--- src/core/bfh_pkg.sv ---
// Package for the boot flash host controller: commands, widths and bus timing
package bfh_pkg;
    localparam int           ADDR_W         = 19;
    localparam int           DATA_W         = 16;
    localparam logic [7:0]   CMD_ERASE_SETUP = 8'h20;
    localparam logic [7:0]   CMD_CONFIRM     = 8'hD0;
    localparam logic [7:0]   CMD_WRITE_SETUP = 8'h40;
    localparam logic [7:0]   CMD_READ_ARRAY  = 8'hFF;
    localparam logic [7:0]   CMD_IDENTIFY    = 8'h90;
    // Strobe and recovery times in ns, with derived cycle counts at 100 MHz
    localparam int           CLK_PERIOD_NS  = 10;
    localparam int           STROBE_NS      = 90;
    localparam int           RECOVER_NS     = 30;
    localparam logic [3:0]   STROBE_CYC     = 4'((STROBE_NS + CLK_PERIOD_NS - 1) / CLK_PERIOD_NS);
    localparam logic [3:0]   RECOVER_CYC    = 4'((RECOVER_NS + CLK_PERIOD_NS - 1) / CLK_PERIOD_NS);
    localparam logic [3:0]   ONE_CYC        = 4'h1;
    localparam logic [15:0]  ZERO_WORD      = 16'h0000;
    // Host operation codes
    typedef enum logic [2:0] {
        OP_READ    = 3'h0,
        OP_ERASE   = 3'h1,
        OP_PROGRAM = 3'h2,
        OP_RDARRAY = 3'h3,
        OP_IDENT   = 3'h4
    } bfh_op_type;
    // Bus sequencer states, one-hot
    typedef enum logic [5:0] {
        ST_IDLE  = 6'b000001,
        ST_WR1   = 6'b000010,
        ST_GAP   = 6'b000100,
        ST_WR2   = 6'b001000,
        ST_RD    = 6'b010000,
        ST_DONE  = 6'b100000
    } bfh_state_type;
endpackage

--- src/core/bfh_host.sv ---
// Host controller driving a dual-width boot-block flash over its parallel pins
`timescale 1ns/1ps
`default_nettype none
module bfh_host
(
    // Clock and reset
    input  wire logic                 clk,
    input  wire logic                 sys_rst,
    // Request side
    input  wire logic                 reqValid,
    input  wire bfh_pkg::bfh_op_type  reqOp,
    input  wire logic [19:0]          reqAddr,
    input  wire logic [15:0]          reqData,
    input  wire logic                 reqWordMode,
    input  wire logic                 reqBootUnlock,
    input  wire logic                 reqIdByVoltage,
    output logic                      reqReady,
    output logic                      rspValid,
    output logic [15:0]               rspData,
    // Flash pins
    output logic [18:0]               flashAddr,
    output logic [15:0]               flashDqOut,
    output logic [15:0]               flashDqOe,
    input  wire logic [15:0]          flashDqIn,
    output logic                      flashCeN,
    output logic                      flashOeN,
    output logic                      flashWeN,
    output logic                      flashWpN,
    output logic                      flashByteN,
    output logic                      resetPowerdownN,
    output logic                      bootUnlockHighVoltage,
    output logic                      idAccessHighVoltage,
    output logic                      programSupplyHighLevel
);
    import bfh_pkg::*;

    // Command byte on low lanes, upper lanes zero
    function automatic logic [15:0] cmdWord(input logic [7:0] c);
        cmdWord = {8'h00, c};
    endfunction

    // Write lane enables: all lines in word mode, low byte plus line 15 in byte mode
    function automatic logic [15:0] writeLanes(input logic w);
        writeLanes = w ? 16'hFFFF : 16'h80FF;
    endfunction

    bfh_state_type stateReg, stateNext;
    logic [3:0]    cntReg, cntNext;
    bfh_op_type    opReg, opNext;
    logic [19:0]   addrReg, addrNext;
    logic [15:0]   dataReg, dataNext;
    logic          wordReg, wordNext;
    logic          unlockReg, unlockNext;
    logic          idVReg, idVNext;
    logic [18:0]   aReg, aNext;
    logic [15:0]   dqReg, dqNext;
    logic [15:0]   oeReg, oeNext;
    logic          ceReg, ceNext, oeNReg, oeNNext, weReg, weNext;
    logic          wpReg, wpNext, hhReg, hhNext, vidReg, vidNext, vppReg, vppNext;
    logic          rdyReg, rdyNext, rvReg, rvNext;
    logic [15:0]   rdReg, rdNext;
    logic          rpReg;
    logic [15:0]   dqSync1Reg, dqSync2Reg;

    // Pin inputs through two flops
    always_ff @(posedge clk or posedge sys_rst) begin
        if (sys_rst) begin
            dqSync1Reg <= ZERO_WORD;
            dqSync2Reg <= ZERO_WORD;
        end else begin
            dqSync1Reg <= flashDqIn;
            dqSync2Reg <= dqSync1Reg;
        end
    end

    // Sequencer next-state
    always_comb begin
        stateNext  = stateReg;
        cntNext    = cntReg;
        opNext     = opReg;
        addrNext   = addrReg;
        dataNext   = dataReg;
        wordNext   = wordReg;
        unlockNext = unlockReg;
        idVNext    = idVReg;
        aNext      = aReg;
        dqNext     = dqReg;
        oeNext     = oeReg;
        ceNext     = ceReg;
        oeNNext    = oeNReg;
        weNext     = weReg;
        wpNext     = wpReg;
        hhNext     = hhReg;
        vidNext    = vidReg;
        vppNext    = vppReg;
        rdyNext    = rdyReg;
        rvNext     = 1'b0;
        rdNext     = rdReg;
        unique case (stateReg)
            ST_IDLE: begin
                rdyNext = 1'b1;
                if (reqValid && rdyReg) begin
                    rdyNext    = 1'b0;
                    opNext     = reqOp;
                    addrNext   = reqAddr;
                    dataNext   = reqData;
                    wordNext   = reqWordMode;
                    unlockNext = reqBootUnlock;
                    idVNext    = reqIdByVoltage;
                    // Word mode: A0..A18 from addr[19:1]; byte mode adds addr[0] on DQ15
                    aNext      = reqAddr[19:1];
                    ceNext     = 1'b0;
                    cntNext    = STROBE_CYC;
                    if (reqOp == OP_READ || (reqOp == OP_IDENT && reqIdByVoltage)) begin
                        if (reqOp == OP_IDENT) begin
                            aNext   = {9'h000, 1'b1, 8'h00, reqAddr[0]};
                            vidNext = 1'b1;
                        end
                        oeNNext   = 1'b0;
                        // Only DQ15 driven as address in byte mode
                        oeNext    = reqWordMode ? ZERO_WORD : 16'h8000;
                        dqNext    = reqWordMode ? ZERO_WORD : {reqAddr[0], 15'h0000};
                        stateNext = ST_RD;
                    end else begin
                        weNext    = 1'b0;
                        oeNext    = writeLanes(reqWordMode);
                        unique case (reqOp)
                            OP_ERASE:   dqNext = cmdWord(CMD_ERASE_SETUP);
                            OP_PROGRAM: dqNext = cmdWord(CMD_WRITE_SETUP);
                            OP_RDARRAY: dqNext = cmdWord(CMD_READ_ARRAY);
                            default:    dqNext = cmdWord(CMD_IDENTIFY);
                        endcase
                        stateNext = ST_WR1;
                    end
                end
            end
            ST_WR1: begin
                cntNext = cntReg - ONE_CYC;
                if (cntReg == ONE_CYC) begin
                    weNext = 1'b1;
                    ceNext = 1'b1;
                    cntNext = RECOVER_CYC;
                    if (opReg == OP_ERASE || opReg == OP_PROGRAM || opReg == OP_IDENT) begin
                        stateNext = ST_GAP;
                    end else begin
                        stateNext = ST_DONE;
                    end
                end
            end
            ST_GAP: begin
                cntNext = cntReg - ONE_CYC;
                if (cntReg == ONE_CYC) begin
                    ceNext  = 1'b0;
                    cntNext = STROBE_CYC;
                    if (opReg == OP_IDENT) begin
                        // Identify read follows the command, no high voltage
                        aNext     = {18'h0, addrReg[0]};
                        oeNext    = wordReg ? ZERO_WORD : 16'h8000;
                        oeNNext   = 1'b0;
                        stateNext = ST_RD;
                    end else begin
                        weNext  = 1'b0;
                        vppNext = 1'b1;
                        wpNext  = unlockReg;
                        hhNext  = unlockReg;
                        if (opReg == OP_ERASE) begin
                            dqNext = cmdWord(CMD_CONFIRM);
                            oeNext = writeLanes(wordReg);
                        end else if (wordReg) begin
                            dqNext = dataReg;
                            oeNext = 16'hFFFF;
                        end else begin
                            dqNext = {addrReg[0], 7'h00, dataReg[7:0]};
                            oeNext = 16'h80FF;
                        end
                        stateNext = ST_WR2;
                    end
                end
            end
            ST_WR2: begin
                cntNext = cntReg - ONE_CYC;
                if (cntReg == ONE_CYC) begin
                    weNext    = 1'b1;
                    ceNext    = 1'b1;
                    cntNext   = RECOVER_CYC;
                    stateNext = ST_DONE;
                end
            end
            ST_RD: begin
                cntNext = cntReg - ONE_CYC;
                if (cntReg == ONE_CYC) begin
                    // Byte mode keeps only the low lane
                    rdNext    = wordReg ? dqSync2Reg : {8'h00, dqSync2Reg[7:0]};
                    rvNext    = 1'b1;
                    oeNNext   = 1'b1;
                    ceNext    = 1'b1;
                    vidNext   = 1'b0;
                    cntNext   = RECOVER_CYC;
                    stateNext = ST_DONE;
                end
            end
            ST_DONE: begin
                oeNext  = ZERO_WORD;
                vppNext = 1'b0;
                wpNext  = 1'b0;
                hhNext  = 1'b0;
                cntNext = cntReg - ONE_CYC;
                if (cntReg == ONE_CYC) begin
                    rdyNext   = 1'b1;
                    stateNext = ST_IDLE;
                end
            end
            default: stateNext = ST_IDLE;
        endcase
    end

    // Sequencer registers
    always_ff @(posedge clk or posedge sys_rst) begin
        if (sys_rst) begin
            stateReg  <= ST_IDLE;
            cntReg    <= 4'h0;
            opReg     <= OP_READ;
            addrReg   <= 20'h00000;
            dataReg   <= ZERO_WORD;
            wordReg   <= 1'b1;
            unlockReg <= 1'b0;
            idVReg    <= 1'b0;
            aReg      <= 19'h00000;
            dqReg     <= ZERO_WORD;
            oeReg     <= ZERO_WORD;
            ceReg     <= 1'b1;
            oeNReg    <= 1'b1;
            weReg     <= 1'b1;
            wpReg     <= 1'b0;
            hhReg     <= 1'b0;
            vidReg    <= 1'b0;
            vppReg    <= 1'b0;
            rdyReg    <= 1'b0;
            rvReg     <= 1'b0;
            rdReg     <= ZERO_WORD;
            rpReg     <= 1'b0;
        end else begin
            stateReg  <= stateNext;
            cntReg    <= cntNext;
            opReg     <= opNext;
            addrReg   <= addrNext;
            dataReg   <= dataNext;
            wordReg   <= wordNext;
            unlockReg <= unlockNext;
            idVReg    <= idVNext;
            aReg      <= aNext;
            dqReg     <= dqNext;
            oeReg     <= oeNext;
            ceReg     <= ceNext;
            oeNReg    <= oeNNext;
            weReg     <= weNext;
            wpReg     <= wpNext;
            hhReg     <= hhNext;
            vidReg    <= vidNext;
            vppReg    <= vppNext;
            rdyReg    <= rdyNext;
            rvReg     <= rvNext;
            rdReg     <= rdNext;
            rpReg     <= 1'b1;
        end
    end

    // Outputs straight from flops
    assign reqReady               = rdyReg;
    assign rspValid               = rvReg;
    assign rspData                = rdReg;
    assign flashAddr              = aReg;
    assign flashDqOut             = dqReg;
    assign flashDqOe              = oeReg;
    assign flashCeN               = ceReg;
    assign flashOeN               = oeNReg;
    assign flashWeN               = weReg;
    assign flashWpN               = wpReg;
    assign flashByteN             = wordReg;
    assign resetPowerdownN        = rpReg;
    assign bootUnlockHighVoltage  = hhReg;
    assign idAccessHighVoltage    = vidReg;
    assign programSupplyHighLevel = vppReg;
endmodule
`default_nettype wire

--- config.mk ---
export PLATFORM = sky130hd
export DESIGN_NAME = bfh_host
export DESIGN_NICKNAME = d
export VERILOG_FILES = /design/src/core/bfh_pkg.sv /design/src/core/bfh_host.sv
export SDC_FILE = /design/constraint.sdc
export NUM_CORES = 1
export LEC_CHECK = 0
export BUFFER_PORTS_ARGS = -buffer_cell sky130_fd_sc_hd__buf_4
export CORE_ASPECT_RATIO = 0.5
export CORE_MARGIN = 2
export CORE_UTILIZATION = 57
export CTS_CLUSTER_DIAMETER = 30
export DETAILED_ROUTE_END_ITERATION = 7
export PLACE_DENSITY = 0.85
export SYNTH_ARGS = -nofsm -noshare
export SYNTH_HDL_FRONTEND = slang
export SYNTH_SLANG_ARGS = --single-unit
--- constraint.sdc ---
create_clock -name clk -period 6 [get_ports clk]
set_input_delay 0.6 -clock clk [delete_from_list [all_inputs] [get_ports clk]]
set_output_delay 0.6 -clock clk [all_outputs]
set_load 0.02 [all_outputs]
; Yosys cells after proc, flatten, opt, wreduce, memory -nomap -nowiden
; Cells that the tools add are included.
[totals]
register_bits = 140
elab_cells = 147
output_inout_bits = 78
inputBits = 61
[classes]
muxes = 66
eq_ne = 27
add_sub_neg = 1
reduce_logical = 31
[op_table]
columns = cell, n
row1 = $mux W16, 14
row2 = $mux W19, 5
row3 = $pmux W16 S3, 1
row4 = $pmux W19 S2, 1
row5 = $mux W6, 6
row6 = $pmux W16 S2, 1
row7 = $mux W15, 2
row8 = $pmux W6 S5, 1
row9 = $pmux W8 S3, 1
row10 = $mux W1, 21
row11 = $ne A2 B2 Y1 const B, 10
row12 = $pmux W4 S4, 1
row13 = $mux W4, 3
row14 = $reduce_and A4 Y1, 3
row15 = $reduce_and A6 Y1, 2
row16 = $reduce_bool A3 Y1, 4
row17 = $mux W5, 2
row18 = $reduce_and A5 Y1, 2
row19 = $eq A3 B2 Y1 const B, 3
row20 = $pmux W1 S3, 3
row21 = $pmux W1 S2, 4
row22 = $reduce_and A2 Y1, 4
row23 = $reduce_bool A2 Y1, 4
row24 = $eq A3 B1 Y1 const B, 2
row25 = other kinds (17), 25

; Depth between registers and ports, before layout
; Gate-level depths: netlist of the first run.
[logic_depth]
ltp_word = 6
mapped_depth = 10

; Worst setup path before layout of the first run
; OpenSTA, ideal clock, no wires.
[synth_timing]
kind = register to register
startpoint = reg cntReg[1]
endpoint = reg aReg[1] (netlist: flashAddr[1])
path_slack_ps = 4108
period_less_slack_ps = 1892
arrival_ps = 1760
n_path_buf = 3
required_time_ps = 5868
stages_incl_launch_ff = 11
cell_sequence = dfrtp_1 > inv_1 > ha_1 > or3b_1 > buf_2 > o211ai_1 > o211ai_1 > buf_2 > buf_6 > nand2_1 > o21ai_1
[synth_between]
elab_chain_len = 3
[synth_lines]
columns = element, line
row1 = "start, declared", bfh_host.sv:48  ; logic [3:0] cntReg, cntNext;
row2 = "start signal, assigned", bfh_host.sv:244  ; cntReg <= cntNext;
row3 = $eq A4 B1 Y1, bfh_host.sv:152  ; if (cntReg == ONE_CYC) begin
row4 = $ne A2 B2 Y1 (no line), --
row5 = $reduce_and A4 Y1 (no line), --
row6 = "end signal, assigned", bfh_host.sv:251  ; aReg <= aNext;
row7 = "end, declared", bfh_host.sv:55  ; logic [18:0] aReg, aNext;
; No other way between the ends.
; A chain may end at the register's enable or synchronous reset.

; Worst setup path in the final report of the first run
[layout_timing]
startpoint = reg stateReg[5]
endpoint = reg dataReg[10]
[layout_between]
elab_chain_len = 2
[layout_lines]
columns = element, line
row1 = "start, declared", bfh_host.sv:47  ; bfh_state_type stateReg, stateNext;
row2 = "start signal, assigned", bfh_host.sv:243  ; stateReg <= stateNext;
row3 = $eq A6 B1 Y1, bfh_host.sv:99  ; unique case (stateReg)
row4 = $reduce_and A2 Y1 (no line), --
row5 = "end signal, assigned", bfh_host.sv:247  ; dataReg <= dataNext;
row6 = "end, declared", bfh_host.sv:51  ; logic [15:0] dataReg, dataNext;
; No other way between the ends.

==> run metrics, run 1 <==
fin nets=641; area grow syn2layout=30.1%; Die Width=141 um; Initial DRC Count=357; critical path peak fanout=25; post-DR vias/cell=5.45; R2R cell count=4; drt total wl=12.1 mm; Sink Count=127; Mapped Area=0.00532 mm^2; IO buf count=138; post-route total power=3.99 mW; Peak supply drop=0.295 mV; Mapped Cells=454; Core ar.=0.00889 mm^2; Hold Crit Class=input port to asynchronous set/reset pin; GP Congestion=0.833; Final min period=2370 ps; Critical Path End Type=register; Seq pwr share=0.333; Final Hold Fails=0; clock share of power=0.285; Residual DRC=0; Max Buffers Root-to-Sink=2; initial antenna violation count=0; hold-fix buffer count after cts=0; WP data required=6290 ps; clock latency on the worst-skew pair=410 ps; leak pwr=3.44 nW; worst r2r src=stateReg[5]; Slew @ Worst Pin=1020 ps; prevailing post-synth register cell=dfrtp_1; Synth warnings=0; gr ovfl total=0; max cap viols=0; pwr/cell area=576 mW/mm^2; CTS Buf Count=17; clock-pin slew on the worst setup and hold paths=60 ps; first-pass GRT wire length=19.8 mm; Post-Syn Nets=517; IO Pins=139; DR WL/cell=17.2 um; post-route ant nets=0; Distinct cells, synth=64; Post-synth EDFFs=0; Int Pwr=2.53 mW; Hold Slack=244 ps; detailed placer's ending HPWL=7.87 mm; die height=72.3 um; switching power=1.45 mW; combinational power share=0.382; H-tree Lvls=4; fmax=422 MHz; R2R Setup Slk=3630 ps; Total GRT Usage=0.255; site row count=24; Initial Util=0.599; post-cts resize count=0; fillers=572; vias in the first global route=3929; die area=0.0102 mm^2; Slew Viols, Final=0; share of layout cells above drive strength 1=0.382; Setup TNS Final=0 ps; RSZ-0062 raised after global routing=no; period utilization=0.395; Mean Syn Cell Area=11.7 um^2; Post-CTS Repair Setup Buffers=0; Synth Register Bits=127; kind of critical path=register to register; startpoint types=register; CP arrival=2660 ps; ANT cells=0; Switching Share=0.364; DR vias=3859; Post-synth ARST share=1.00; outcome=finished, final reports clean; DRT Pass-1 Iters=6; largest net degree at the start of global routing=86; final setup vio count=0; r2r endpoint=dataReg[10]; max_slew headroom=0.321; register area share after synthesis=0.598; CTS tree=built; clk_skew=5.68 ps; Root Buffer=clkbuf_16
[cells by family (layout without fill, tap and decap cells)]
| kind of cell | Yosys count | in the layout | synth area share |
|---|---|---|---|
| fa+ha+maj | 2 | 2 | 0.00470 |
| flops | 127 | 127 | 0.598 |
| compound gates | 101 | 101 | 0.120 |
| xor+xnor | 4 | 4 | 0.00658 |
| other cells | 1 | 1 | 0.000704 |
| buf+inv | 44 | 181 | 0.0557 |
| simple gates | 140 | 140 | 0.129 |
| mux | 35 | 35 | 0.0853 |
[worst max path at each step]
stage           startpoint     endpoint  slack [ps]  cells after the start
2_1_floorplan      sys_rst   addrReg[0]        2020                      1
3_3_place_gp   stateReg[5]   dataReg[8]        3770                      4
3_5_place_dp   stateReg[5]   addrReg[0]        3690                      4
4_1_cts        stateReg[5]  dataReg[10]        3650                      4
5_1_grt        stateReg[5]  dataReg[10]        3520                      4
6_report       stateReg[5]  dataReg[10]        3630                      4
[power groups by stage]
stage	Combinational (mW)	Clock (mW)	Sequential, mW
2_1_floorplan	0.996	0	1.44
3_3_place_gp	1.45	0	1.31
3_5_place_dp	1.50	0	1.33
4_1_cts	1.53	1.15	1.33
5_1_grt	1.65	1.20	1.36
6_report	1.52	1.14	1.33
[placed cells by master (no fill, tap or decap), types with 2 or more instances in the layout]
cell        instances
and3_1              5
ha_1                2
nand2_1            90
mux2_4             17
inv_1               7
clkinv_4            3
nor3b_1             2
o31ai_1             3
dfrtp_1           122
dfstp_2             5
xor2_1              3
mux2i_1             3
mux2_2             14
nor2_2              3
a21o_1              2
nand3_1             4
a31oi_1             3
o21ai_0            22
clkbuf_16          17
bufinv_16           5
o21ai_1            34
clkinv_2            2
clkinvlp_4          2
buf_4             141
nor3_1              5
nor2_1             13
a211o_1             2
o22ai_1             2
a32oi_1             4
nor4b_1             2
a21oi_1            10
clkbuf_8            2
o211ai_1            5
[synthesized netlist by cell type (2+ instances only)]
cell | count | area share
buf_4 | 16 | 0.023
buf_2 | 8 | 0.0075
dfrtp_1 | 122 | 0.57
nand3_1 | 4 | 0.0038
ha_1 | 2 | 0.0047
inv_1 | 8 | 0.0056
clkbuf_1 | 5 | 0.0035
o31ai_1 | 3 | 0.0042
nor2_1 | 13 | 0.0092
dfstp_2 | 5 | 0.025
o22ai_1 | 2 | 0.0023
nand2_1 | 90 | 0.063
a21o_1 | 2 | 0.0028
buf_6 | 6 | 0.013
and3_1 | 5 | 0.0059
mux2_4 | 17 | 0.048
a31oi_1 | 3 | 0.0035
a21oi_1 | 10 | 0.0094
o211ai_1 | 5 | 0.0071
o21ai_0 | 22 | 0.021
mux2i_1 | 3 | 0.0056
o21ai_1 | 34 | 0.032
nor3b_1 | 2 | 0.0028
nor3_1 | 5 | 0.0047
xor2_1 | 3 | 0.0049
mux2_2 | 14 | 0.030
nor4b_1 | 2 | 0.0033
nor2_2 | 3 | 0.0035
a211o_1 | 2 | 0.0033
a32oi_1 | 4 | 0.0066
[per-layer routing]
layer	vias up	track usage	part of all wire
li1	1807	-	-
met1	1887	0.324	0.42
met2	137	0.420	0.50
met3	28	0.0686	0.057
met4	0	0.117	0.024
met5	-	0	0
[worst max-delay path: stages, from the launching register on]
cell     delay, ps
dfrtp_1        450
nor2_2         310
and3_1         590
nand3_4        450
mux2_4         440
[stage by stage]
step	util	std cells	worst slack, ps	cell area, um^2
floorplan	-	454	2020	5320
global placement	0.705	676	3770	6260
detailed placement	0.705	676	3690	6260
CTS	0.779	708	3650	6930
global route	0.779	708	3520	6930
finish	0.779	708	3630	6930
[registers in the layout, indices dropped and copies added (netlist names), 3 cells and up]
signal / flops
dqSync1Reg: 16
dqSync2Reg: 16
opReg: 3
flashDqOut: 16
flashAddr: 19
rspData: 16
dataReg: 16
cntReg: 4
stateReg: 6
flashDqOe: 3
[cell type report]
type	instances	area [um^2]	area share
repair buffers	141	1060	0.153
well taps	117	146	0.0211
multi-input cells	283	1840	0.266
flip-flops and latches	127	3180	0.460
inverters	8	32.5	0.00470
clock buffers	19	453	0.0654
clock inverters	13	210	0.0303
(Power assumes the default switching activity.)
==> run 2: changes to the inputs <==
- CORE_UTILIZATION: 57 -> 53
- PLACE_DENSITY: 0.85 -> 0.8
- clock period: 6 -> 2.35 ns (I/O delays scaled with it)
==> run metrics, run 2 (synthesis results as in run 1) <==
GP Congestion=0.886 (was 0.833); post-route cell area=0.00712 mm^2 (was 0.00693 mm^2); Slew @ Worst Pin=774 ps (was 1020 ps); post-route ant nets=0 (unchanged); Final Hold Fails=0 (unchanged); worst setup path start=stateReg[1] (was stateReg[5]); DRT Pass-1 Iters=5 (was 6); IO Pins=139 (unchanged); Max Buffers Root-to-Sink=2 (unchanged); clock latency on the worst-skew pair=410 ps (about the same); IO buf count=138 (unchanged); post-DR vias/cell=5.27 (was 5.45); Root Buffer=clkbuf_16 (unchanged); Setup TNS Final=0 ps (unchanged); share of layout cells above drive strength 1=0.376 (was 0.382); DR vias=3947 (was 3859); kind of critical path=register to register (unchanged); CP arrival=2370 ps (was 2660 ps); Residual DRC=0 (unchanged); outcome=finished, final reports clean (unchanged); die height=74.9 um (was 72.3 um); Critical Path Max Stage Delay=480 ps (was 590 ps); site row count=25 (was 24); worst hold path depth=2; clk_skew=11.5 ps (was 5.68 ps); hold path start=reqData[2]; ANT cells=0 (unchanged); Critical Path End Type=register (unchanged); max_slew headroom=0.478 (was 0.321); fmax=481 MHz (was 422 MHz); largest net degree at the start of global routing=40 (was 86); WP data required=2650 ps (was 6290 ps); Die Width=146 um (was 141 um); R2R cell count=5 (was 4); crit-path leading delay family=simple AND/OR/NAND/NOR gates (unchanged); detailed placer's ending HPWL=8.25 mm (was 7.87 mm); H-tree Lvls=4 (unchanged); Final min period=2080 ps (was 2370 ps); most frequent cells in the layout=145 x buf_4, 122 x dfrtp_1, 90 x nand2_1 (was 141 x buf_4, 122 x dfrtp_1, 90 x nand2_1); fin nets=664 (was 641); CTS tree=built (unchanged); Core ar.=0.00960 mm^2 (was 0.00889 mm^2); Hold Crit Class=input port to register (was input port to asynchronous set/reset pin); first-pass GRT wire length=19.0 mm (was 19.8 mm); max cap viols=0 (unchanged); leak pwr=3.51 nW (was 3.44 nW); clock-pin slew on the worst setup and hold paths=60 ps (about the same); Total GRT Usage=0.227 (was 0.255); slowest CP cell=dfrtp_1 (was and3_1); critical path peak fanout=21 (was 25); WP buf/inv=0 (unchanged); startpoint types=register (unchanged); gr ovfl total=0 (unchanged); area grow syn2layout=33.7% (was 30.1%); period utilization=0.885 (was 0.395); dpl cell area=0.00636 mm^2 (was 0.00626 mm^2); CTS Buf Count=17 (unchanged); final setup vio count=0 (unchanged); die area=0.0109 mm^2 (was 0.0102 mm^2); vias in the first global route=3805 (was 3929); initial antenna violation count=0 (unchanged); Initial Util=0.554 (was 0.599); crit-path cells=nor4b_4 -> and2_4 -> nor3_4 -> o21ai_4 -> mux2_4 (was nor2_2 -> and3_1 -> nand3_4 -> mux2_4); drt total wl=12.1 mm (about the same); worst r2r src=stateReg[1] (was stateReg[5]); leading cell type in the layout, fill and taps excluded=buf_4 (unchanged); pwr/cell area=1390 mW/mm^2 (was 576 mW/mm^2); Levels on crit path=5 (was 4); RSZ-0062 raised after global routing=no (unchanged); Slew Viols, Final=0 (unchanged); Initial DRC Count=231 (was 357); Peak supply drop=0.753 mV (was 0.295 mV); DR WL/cell=16.1 um (was 17.2 um); max reg flops=19 (unchanged); post-cts resize count=0 (unchanged); Sink Count=127 (unchanged)
run 2: routing by layer:
metal | up-vias | global-route usage | routed length [um]
met5 | - | 0 | 0
met4 | 0 | 0.0763 | 184
met3 | 15 | 0.0685 | 761
met2 | 147 | 0.377 | 5910
met1 | 1933 | 0.294 | 5200
li1 | 1852 | - | -
run 2: path summary, 6_finish.rpt:
| check | to | slack (ps) |
|---|---|---|
| max | stateReg[5] | 270 |
| min | dataReg[2] | 50 |
| max reg2reg | stateReg[5] | 270 |
| min reg2reg | dqSync2Reg[11] | 350 |
| max in group asynchronous | flashCeN | 1290 |
| min in group asynchronous | dqSync1Reg[11] | 440 |
run 2: cell type report:
class	count	area, um^2
fill	660	2490
sequential	127	3180
clock buffer	18	429
timing repair buffer	164	1300
multi-input combinational	283	1840
clock inverter	14	158
inverter	8	33.8
tap	135	169
run 2: where the power goes:
part | switching (mW) | internal (mW) | leakage [nW]
sequential | 0.518 | 2.86 | 1.57
clock | 1.04 | 1.58 | 0.284
combinational | 2.19 | 1.72 | 1.65
total | 3.75 | 6.17 | 3.51
run 2: repair_timing:
action / in CTS / in global routing
hold buffers: 17 / 0
buffers inserted: 0 / 0
endpoints found under the hold margin: 37 / 0
run 2: metrics by stage:
| stage | hold slack, ps | power, mW | cells | setup WS (ps) | utilization |
|---|---|---|---|---|---|
| floorplan | 266 | 6.22 | 454 | 458 | - |
| global placement | 326 | 7.15 | 700 | 365 | 0.662 |
| detailed placement | 325 | 7.28 | 700 | 321 | 0.662 |
| CTS | 40.2 | 9.96 | 749 | 267 | 0.741 |
| global route | 38.6 | 10.5 | 749 | 70.0 | 0.741 |
| finish | 50.9 | 9.91 | 749 | 271 | 0.741 |
